`src/hw/ucir_regs.vh`:
```
// Register offsets, field positions and timing counts for the channel register block
`ifndef UCIR_REGS_VH
`define UCIR_REGS_VH
`define UCIR_IDX_DATA 3'h0
`define UCIR_IDX_MASK 3'h1
`define UCIR_IDX_IDENT 3'h2
`define UCIR_IDX_CTRL 3'h3
`define UCIR_IDX_STAT 3'h4
`define UCIR_OFF_DATA 8'h00
`define UCIR_OFF_MASK 8'h04
`define UCIR_OFF_IDENT 8'h08
`define UCIR_OFF_CTRL 8'h0c
`define UCIR_OFF_STAT 8'h10
`define UCIR_MASK_RESET 8'h00
`define UCIR_IDENT_RESET 8'h01
`define UCIR_EN_CTS 7
`define UCIR_EN_RTS 6
`define UCIR_EN_XOFF 5
`define UCIR_EN_SLEEP 4
`define UCIR_EN_MSR 3
`define UCIR_EN_LSR 2
`define UCIR_EN_TXE 1
`define UCIR_EN_RXA 0
`define UCIR_CTRL_ENH 4
`define UCIR_CTRL_QEN 0
`define UCIR_CODE_LSR 6'h06
`define UCIR_CODE_RTO 6'h0c
`define UCIR_CODE_RXA 6'h04
`define UCIR_CODE_TXE 6'h02
`define UCIR_CODE_MSR 6'h00
`define UCIR_CODE_XOFF 6'h10
`define UCIR_CODE_FLOW 6'h20
`define UCIR_CODE_NONE 6'h01
`define UCIR_TO_CHARS 4
`define UCIR_TO_EXTRA_BITS 12
`define UCIR_BITS_PER_CHAR 10
`endif

```
`src/hw/ucir_channel.v`:
```
// Channel data ports, interrupt mask and prioritised identification over AHB-Lite
//
// Functional notes
// - offset zero reads receive, writes transmit
// - data ports untouched by master reset
// - each enabled source drives interrupt alone
// - masked sources never pending nor interrupting
// - status tracking runs regardless of mask, except CTS/RTS rise (mask bits 7:6)
// - CTS rising edge interrupt when enhanced
// - RTS rising edge interrupt when enhanced
// - stop character interrupt when enhanced
// - mask bit 4 sleeps only when enhanced
// - mask bit 3 enables modem status interrupt
// - line status bits 4:1 raise interrupt
// - mask bit 1 enables transmit empty
// - mask bit 0 enables data and timeout
// - seven levels, report only highest
// - identification read freezes indication
// - new events recorded during frozen read
// - bits 7:6 mirror queue enable
// - bit 5 flags RTS/CTS rise
// - bit 4 flags stop/special character
// - bits 3:1 name source, default 000
// - bit 0 low while interrupt pending
// - fixed six-bit codes per priority
// - transmit empty cleared by ident read or data write
// - timeout after 4 chars plus 12 bits
//
// Our own choice: the AHB-Lite interface to the registers.
`include "ucir_regs.vh"
module ucir_channel #(
  parameter TO_W = 8
) (
  input wire hclk,
  input wire hresetn,
  input wire hclken,
  input wire hsel,
  input wire [7:0] haddr,
  input wire [1:0] htrans,
  input wire hwrite,
  input wire [2:0] hsize,
  input wire [31:0] hwdata,
  input wire hready,
  output reg [31:0] hrdata,
  output reg hreadyout,
  output reg hresp,
  input wire cts_pin,
  input wire rts_level,
  input wire rx_valid,
  input wire [7:0] rx_data,
  input wire [3:0] rx_err,
  input wire rx_overrun,
  input wire rx_stop_char,
  input wire rx_resume_char,
  input wire tx_empty,
  input wire msr_change,
  input wire msr_read,
  input wire lsr_read,
  input wire bit_tick,
  output reg rx_pop,
  output reg tx_push,
  output reg [7:0] tx_data,
  output reg sleep_mode,
  output reg interrupt_output
);
  reg [7:0] interrupt_mask;
  reg [7:0] ctrl;
  reg [7:0] receive_data_port;
  reg ap_valid;
  reg ap_write;
  reg [7:0] ap_addr;
  reg [7:0] ident_frozen;
  reg freeze;
  reg lsr_flag;
  reg txe_flag;
  reg msr_flag;
  reg xoff_flag;
  reg flow_flag;
  reg cts_prev;
  reg rts_prev;
  reg rx_err_pend;
  reg tx_empty_q;
  reg [5:0] next_code;
  reg [31:0] next_rdata;
  wire cts_level;
  wire to_flag;
  wire enh;
  wire qen;
  wire ap_take;
  wire rd_data;
  wire rd_ident;
  wire wr_data;
  wire [7:0] ident_live;
  wire [7:0] ident_now;
  wire [TO_W-1:0] to_limit;
  wire cts_rise;
  wire rts_rise;
  // Total idle bit times; cut to the counter width on purpose
  localparam [31:0] TO_TOTAL = `UCIR_TO_CHARS * `UCIR_BITS_PER_CHAR + `UCIR_TO_EXTRA_BITS;

  assign enh = ctrl[`UCIR_CTRL_ENH];
  assign qen = ctrl[`UCIR_CTRL_QEN];
  assign ap_take = hsel && hready && htrans[1];
  assign rd_data = ap_valid && !ap_write && ap_addr == `UCIR_OFF_DATA;
  assign rd_ident = ap_valid && !ap_write && ap_addr == `UCIR_OFF_IDENT;
  assign wr_data = ap_valid && ap_write && ap_addr == `UCIR_OFF_DATA;
  assign to_limit = TO_TOTAL[TO_W-1:0];
  assign cts_rise = cts_level && !cts_prev;
  assign rts_rise = rts_level && !rts_prev;

  ucir_sync u_cts (
    .hclk(hclk),
    .hresetn(hresetn),
    .ce(hclken),
    .pin(cts_pin),
    .level(cts_level)
  );

  // Armed only in queued mode with data waiting
  ucir_timeout #(.W(TO_W)) u_to (
    .hclk(hclk),
    .hresetn(hresetn),
    .ce(hclken),
    .bit_tick(bit_tick),
    .activity(rx_pop || !rx_valid),
    .armed(qen && rx_valid),
    .clear(rd_data),
    .limit(to_limit),
    .expired(to_flag)
  );

  // Priority encoder over enabled sources only
  always @* begin
    next_code = `UCIR_CODE_NONE;
    if (interrupt_mask[`UCIR_EN_LSR] && lsr_flag) begin
      next_code = `UCIR_CODE_LSR;
    end else if (interrupt_mask[`UCIR_EN_RXA] && to_flag) begin
      next_code = `UCIR_CODE_RTO;
    end else if (interrupt_mask[`UCIR_EN_RXA] && rx_valid) begin
      next_code = `UCIR_CODE_RXA;
    end else if (interrupt_mask[`UCIR_EN_TXE] && txe_flag) begin
      next_code = `UCIR_CODE_TXE;
    end else if (interrupt_mask[`UCIR_EN_MSR] && msr_flag) begin
      next_code = `UCIR_CODE_MSR;
    end else if (enh && interrupt_mask[`UCIR_EN_XOFF] && xoff_flag) begin
      next_code = `UCIR_CODE_XOFF;
    end else if (enh && (interrupt_mask[`UCIR_EN_CTS] || interrupt_mask[`UCIR_EN_RTS])
                 && flow_flag) begin
      next_code = `UCIR_CODE_FLOW;
    end
  end

  assign ident_live = {qen, qen, next_code};
  assign ident_now = freeze ? ident_frozen : ident_live;

  // Bus address phase capture, zero wait states
  always @(posedge hclk or negedge hresetn) begin
    if (!hresetn) begin
      ap_valid <= 1'b0;
      ap_write <= 1'b0;
      ap_addr <= 8'h00;
      hreadyout <= 1'b0;
      hresp <= 1'b0;
    end else if (hclken) begin
      hreadyout <= 1'b1;
      hresp <= 1'b0;
      ap_valid <= ap_take;
      if (ap_take) begin
        ap_write <= hwrite;
        ap_addr <= {haddr[7:2], 2'b00};
      end
    end
  end

  // Read data chosen in the address phase so it stands in the data phase
  always @* begin
    next_rdata = 32'h00000000;
    if (haddr[7:0] == `UCIR_OFF_DATA) begin
      next_rdata = {24'h000000, receive_data_port};
    end else if (haddr[7:0] == `UCIR_OFF_MASK) begin
      next_rdata = {24'h000000, interrupt_mask};
    end else if (haddr[7:0] == `UCIR_OFF_IDENT) begin
      next_rdata = {24'h000000, ident_now};
    end else if (haddr[7:0] == `UCIR_OFF_CTRL) begin
      next_rdata = {24'h000000, ctrl};
    end else if (haddr[7:0] == `UCIR_OFF_STAT) begin
      next_rdata = {26'h0000000, rx_valid, tx_empty, lsr_flag, txe_flag, msr_flag, to_flag};
    end
  end

  always @(posedge hclk or negedge hresetn) begin
    if (!hresetn) begin
      hrdata <= 32'h00000000;
      freeze <= 1'b0;
      ident_frozen <= `UCIR_IDENT_RESET;
    end else if (hclken) begin
      if (ap_take && !hwrite) begin
        hrdata <= next_rdata;
      end
      // Snapshot held across the whole read access
      if (ap_take && !hwrite && haddr == `UCIR_OFF_IDENT) begin
        freeze <= 1'b1;
        ident_frozen <= ident_now;
      end else if (!ap_valid || ap_addr != `UCIR_OFF_IDENT || ap_write) begin
        freeze <= 1'b0;
        ident_frozen <= ident_live;
      end else begin
        freeze <= 1'b0;
      end
    end
  end

  // Control registers
  always @(posedge hclk or negedge hresetn) begin
    if (!hresetn) begin
      interrupt_mask <= `UCIR_MASK_RESET;
      ctrl <= 8'h00;
      sleep_mode <= 1'b0;
    end else if (hclken) begin
      if (ap_valid && ap_write && ap_addr == `UCIR_OFF_MASK) begin
        interrupt_mask <= hwdata[7:0];
      end
      if (ap_valid && ap_write && ap_addr == `UCIR_OFF_CTRL) begin
        ctrl <= hwdata[7:0];
      end
      sleep_mode <= enh && interrupt_mask[`UCIR_EN_SLEEP];
    end
  end

  // Data ports have no reset term; contents survive master reset
  always @(posedge hclk) begin
    if (hclken) begin
      if (rd_data) begin
        receive_data_port <= receive_data_port;
      end else begin
        receive_data_port <= rx_data;
      end
      if (wr_data) begin
        tx_data <= hwdata[7:0];
      end
    end
  end

  always @(posedge hclk or negedge hresetn) begin
    if (!hresetn) begin
      rx_pop <= 1'b0;
      tx_push <= 1'b0;
    end else if (hclken) begin
      rx_pop <= rd_data && rx_valid;
      tx_push <= wr_data;
    end
  end

  // Edge history and the error tag of the byte at the queue head
  always @(posedge hclk or negedge hresetn) begin
    if (!hresetn) begin
      cts_prev <= 1'b0;
      rts_prev <= 1'b0;
      rx_err_pend <= 1'b0;
      // Low so an empty queue at reset counts as a fresh empty
      tx_empty_q <= 1'b0;
    end else if (hclken) begin
      cts_prev <= cts_level;
      rts_prev <= rts_level;
      rx_err_pend <= rx_valid && |rx_err[3:1];
      tx_empty_q <= tx_empty;
    end
  end

  // Sticky sources; a set always beats a clear in the same cycle
  // Overrun flags at once; other errors only as the byte is read out
  always @(posedge hclk or negedge hresetn) begin
    if (!hresetn) begin
      lsr_flag <= 1'b0;
    end else if (hclken) begin
      if (rx_overrun || (rd_data && rx_err_pend)) begin
        lsr_flag <= 1'b1;
      end else if (lsr_read) begin
        lsr_flag <= 1'b0;
      end
    end
  end

  always @(posedge hclk or negedge hresetn) begin
    if (!hresetn) begin
      txe_flag <= 1'b0;
    end else if (hclken) begin
      if (tx_empty && !tx_empty_q) begin
        txe_flag <= 1'b1;
      end else if (wr_data || (rd_ident && ident_frozen[5:0] == `UCIR_CODE_TXE)) begin
        txe_flag <= 1'b0;
      end
    end
  end

  // Modem changes are tracked whether masked or not
  always @(posedge hclk or negedge hresetn) begin
    if (!hresetn) begin
      msr_flag <= 1'b0;
    end else if (hclken) begin
      if (msr_change) begin
        msr_flag <= 1'b1;
      end else if (msr_read) begin
        msr_flag <= 1'b0;
      end
    end
  end

  // Cleared by the resume character or by reading the report naming it
  always @(posedge hclk or negedge hresetn) begin
    if (!hresetn) begin
      xoff_flag <= 1'b0;
    end else if (hclken) begin
      if (rx_stop_char) begin
        xoff_flag <= 1'b1;
      end else if (rx_resume_char || (rd_ident && ident_frozen[5:0] == `UCIR_CODE_XOFF)) begin
        xoff_flag <= 1'b0;
      end
    end
  end

  // Rise detectors count only for the enabled lines
  always @(posedge hclk or negedge hresetn) begin
    if (!hresetn) begin
      flow_flag <= 1'b0;
    end else if (hclken) begin
      if ((interrupt_mask[`UCIR_EN_CTS] && cts_rise) ||
          (interrupt_mask[`UCIR_EN_RTS] && rts_rise)) begin
        flow_flag <= 1'b1;
      end else if (msr_read || (rd_ident && ident_frozen[5:0] == `UCIR_CODE_FLOW)) begin
        flow_flag <= 1'b0;
      end
    end
  end

  // Pin follows the live report, not the copy frozen for a read
  always @(posedge hclk or negedge hresetn) begin
    if (!hresetn) begin
      interrupt_output <= 1'b0;
    end else if (hclken) begin
      interrupt_output <= !ident_live[0];
    end
  end
endmodule // ucir_channel

```
`src/hw/ucir_sync.v`:
```
// Three-stage synchroniser with agreement filter for one pin
module ucir_sync (
  input wire hclk,
  input wire hresetn,
  input wire ce,
  input wire pin,
  output reg level
);
  reg s1;
  reg s2;
  reg s3;
  always @(posedge hclk or negedge hresetn) begin
    if (!hresetn) begin
      s1 <= 1'b0;
      s2 <= 1'b0;
      s3 <= 1'b0;
      level <= 1'b0;
    end else if (ce) begin
      s1 <= pin;
      s2 <= s1;
      s3 <= s2;
      if (s2 == s3) begin
        level <= s3;
      end
    end
  end
endmodule // ucir_sync

```
`src/hw/ucir_timeout.v`:
```
// Receive idle timer: fires after a set number of bit ticks without queue activity
module ucir_timeout #(
  parameter W = 8
) (
  input wire hclk,
  input wire hresetn,
  input wire ce,
  input wire bit_tick,
  input wire activity,
  input wire armed,
  input wire clear,
  input wire [W-1:0] limit,
  output reg expired
);
  reg [W-1:0] count;
  always @(posedge hclk or negedge hresetn) begin
    if (!hresetn) begin
      count <= {W{1'b0}};
      expired <= 1'b0;
    end else if (ce) begin
      if (activity || !armed) begin
        count <= {W{1'b0}};
      end else if (bit_tick && count != limit) begin
        count <= count + {{(W-1){1'b0}}, 1'b1};
      end
      // An expiry in the same cycle as a clear wins, so no timeout is lost
      if (armed && bit_tick && !activity && count == limit - {{(W-1){1'b0}}, 1'b1}) begin
        expired <= 1'b1;
      end else if (clear || !armed) begin
        expired <= 1'b0;
      end
    end
  end
endmodule // ucir_timeout

```
`config.mk`:
```
export PLATFORM = sky130hd
export DESIGN_NAME = ucir_channel
export DESIGN_NICKNAME = d
export VERILOG_FILES = /design/src/hw/ucir_channel.v /design/src/hw/ucir_sync.v /design/src/hw/ucir_timeout.v
export VERILOG_INCLUDE_DIRS = /design/src /design/src/hw
export SDC_FILE = /design/constraint.sdc
export NUM_CORES = 1
export LEC_CHECK = 0
export BUFFER_PORTS_ARGS = -buffer_cell sky130_fd_sc_hd__buf_2
export CAP_MARGIN = 20
export CORE_ASPECT_RATIO = 2
export CORE_MARGIN = 2
export CORE_UTILIZATION = 40
export CTS_BUF_LIST = sky130_fd_sc_hd__clkbuf_16
export CTS_CLUSTER_SIZE = 10
export DETAILED_ROUTE_END_ITERATION = 16
export GPL_TIMING_DRIVEN = 1
export HOLD_SLACK_MARGIN = 0.06
export PLACE_DENSITY = 0.65
export SYNTH_ARGS = -nofsm -noshare
export SYNTH_HDL_FRONTEND = slang
export SYNTH_SLANG_ARGS = --single-unit
```
`constraint.sdc`:
```
create_clock -name hclk -period 2.5 [get_ports hclk]
set_clock_uncertainty 0.05 [all_clocks]
set_input_delay 0.375 -clock hclk [delete_from_list [all_inputs] [get_ports hclk]]
set_output_delay 0.375 -clock hclk [all_outputs]
set_load 0.005 [all_outputs]
```
==> qor.yml <==
antenna_found_initial: 0
yosysSeqAreaShare_pct: 53.0
p_seq_share_pct: 46.7
cts_max_level: 3
outcome: "finished, final reports clean"
fin_crit_ns: 2.20
slowest_stage: "nor4_2"
min_path_type: "primary input to flip-flop"
arrival_ns: 2.15
grt_max_degree: 45
drtIter0Drc: 214
cp_cell_sequence: "nor4_2, nand3b_1, or3_1, inv_1"
r2r_start: "ap_addr[5]"
port_buffers: 65
clk_latency_ns: 0.35
antenna_cells: 0
ys_async_sr_fraction_pct: 81.0
cts_hold_buf: 1
powerDensity_nw_per_um2: 694
die_area_um2: 11200
cts.sinks: 84
fin_crit_sh_pct: 87.9
cts_inserted_buffers: 9
worst_setup_path_start_kind: "flip-flop"
viasPerCell: 5.23
synth_top_area_cell: "dfrtp_1"
dp_hpwl_mm: 7.72
yosysMostFrequentCell: "dfrtp_1"
cts_tree: "done"
cellLeakagePower_uw: 0.00224
ys_ff_latch: 84
drc: 0
crit_path_end_kind: "flip-flop"
syn_inst: 360
std_cell_rows: 52
critPathMaxFanout: 8
min_from: "rx_data[6]"
switching_power_uw: 838
die_w_um: 75.8
overflow: 0
drt-total-wl_mm: 10.2
core_area_um2: 10100
area_growth_pct: 18.5
path_clk_slew_ns: 0.07
p_int_uw: 2550
netlist_area_um2: 4120
startpoint: "ap_addr[5]"
worst_slew_pin_slew_ns: 0.631
drive_gt1_share_pct: 33.8
synth_area_leaders: "dfrtp_1, edfxtp_1, mux2_2, buf_4, o21ai_0"
max_freq_mhz: 455
required_ns: 2.45
ant_nets: 0
synth_common_cells: "dfrtp_1, mux2_2, nand2_1, buf_4, o21ai_0"
yosys_warnings: 0
wl_per_cell_um: 17.8
gp_congestion: 0.856
post_cts_buffers: 0
synth_edf_count: 16
slowest_delay_ns: 0.48
rsz0062_at_grt: "no"
cts_root_buf: "clkbuf_16"
ios: 120
hold_viol: 0
nets: 509
grt_pass1_wl_mm: 15.9
via_count: 2995
synth_top_area_share_pct: 40.7
final_max_slew_viol_count: 0
drt_first_pass_iters: 5
clkPwrFrac_pct: 43.8
crit_type: "flip-flop to flip-flop"
setup_violations: 0
grt_pass1_vias: 3003
yosys.cell_types.count: 54
postSynthAreaPerCell_um2: 11.5
grtUsageTotal_pct: 19.7
start_util_pct: 40.9
swShare_pct: 24.7
maxCapViolCount: 0
post_cts_resized: 0
cts.path.max_buffers: 2
place_area_um2: 4540
fin_tns_setup_ns: 0
design_area_um2: 4890
synth_flop_cell: "dfrtp_1"
pwr-share-comb_pct: 9.5
peakVddDrop_mv: 0.344
dieHeight_um: 148
maxSlewHeadroom_pct: 57.5
path summary, 6_finish.rpt:
kind                       slack, ns              endpoint  depth (start not counted)
hold reg to reg                 0.41             hreadyout                          1
setup / recovery                0.30            tx_data[0]                          4
min in group asynchronous       0.53             hrdata[5]                          2
max in group asynchronous       1.16       ident_frozen[0]                          3
setup reg to reg                0.30            tx_data[0]                          4
hold / removal                  0.15  receive_data_port[6]                          1
logic make-up after synthesis:
| family | Yosys count | share of synthesized area [%] |
|---|---|---|
| AND/OR/NAND/NOR | 108 | 14.1 |
| flip-flops | 84 | 53.0 |
| AO/OA/AOI/OAI | 64 | 9.92 |
| adder cells (fa/ha/maj) | 2 | 0.607 |
| multiplexers | 47 | 14.1 |
| XOR/XNOR | 5 | 1.06 |
| other | 1 | 0.0910 |
| buffers and inverters | 49 | 7.16 |
power groups by stage:
stage                     Clock [µW]  Sequential [µW]  Combinational (µW)
after floorplan                    0             1580                 224
after global placement             0             1600                 315
after detailed placement           0             1610                 325
after CTS                       1510             1580                 327
after global routing            1570             1600                 361
final                           1480             1580                 323
layer usage:
metal / global-route usage (%) / routed length, µm / part of all wire, % / up-vias
li1: - / - / - / 1398
met1: 21.7 / 3630 / 36 / 1468
met4: 12.1 / 493 / 4.8 / 0
met5: 0 / 0 / 0 / -
met2: 33.4 / 5640 / 55 / 106
met3: 3.89 / 415 / 4.1 / 23
registers in the layout, summed over array words and instances, names as in the netlist, 6 cells and up:
name               count
tx_data                8
receive_data_port      8
interrupt_mask         8
u_to.count             8
ctrl                   8
ident_frozen           8
ap_addr                6
hrdata                 8
layout make-up:
type / instances / area (µm²)
fill: 950 / 5200
sequential: 84 / 2180
multi-input combinational: 251 / 1730
timing repair buffer: 77 / 430
clock buffer: 9 / 225
tap: 135 / 169
clock inverter: 7 / 106
inverter: 10 / 37.5
placed cells by master, fill, tap and decap left out, types with 9 or more instances in the layout:
cell type  count
dfrtp_1       67
buf_2         65
mux2_2        35
nand2_1       31
conb_1        25
o21ai_0       24
nor2_1        18
edfxtp_1      16
nand3_1       11
a21oi_1       11
inv_1         10
buf_4         10
clkbuf_16      9
stage by stage:
| stage | power (µW) | setup slack (ns) | util [%] | hold WS [ns] | cells |
|---|---|---|---|---|---|
| after detailed placement | 1930 | 0.0895 | 45.1 | 0.385 | 556 |
| after CTS | 3420 | 0.276 | 48.4 | 0.139 | 573 |
| after global placement | 1920 | 0.0949 | 45.1 | 0.376 | 556 |
| after global routing | 3530 | 0.107 | 48.4 | 0.136 | 573 |
| after floorplan | 1800 | 0.218 | - | 0.0294 | 384 |
| final | 3390 | 0.303 | 48.4 | 0.152 | 573 |
worst max-delay path, delay by kind of cell, from the launching register on:
kind	cells	cell delay [ns]
and+or+nand+nor	3	1.08
buffers and inverters	1	0.34
DFF	1	0.38
Power figures use the tool's default switching activity.
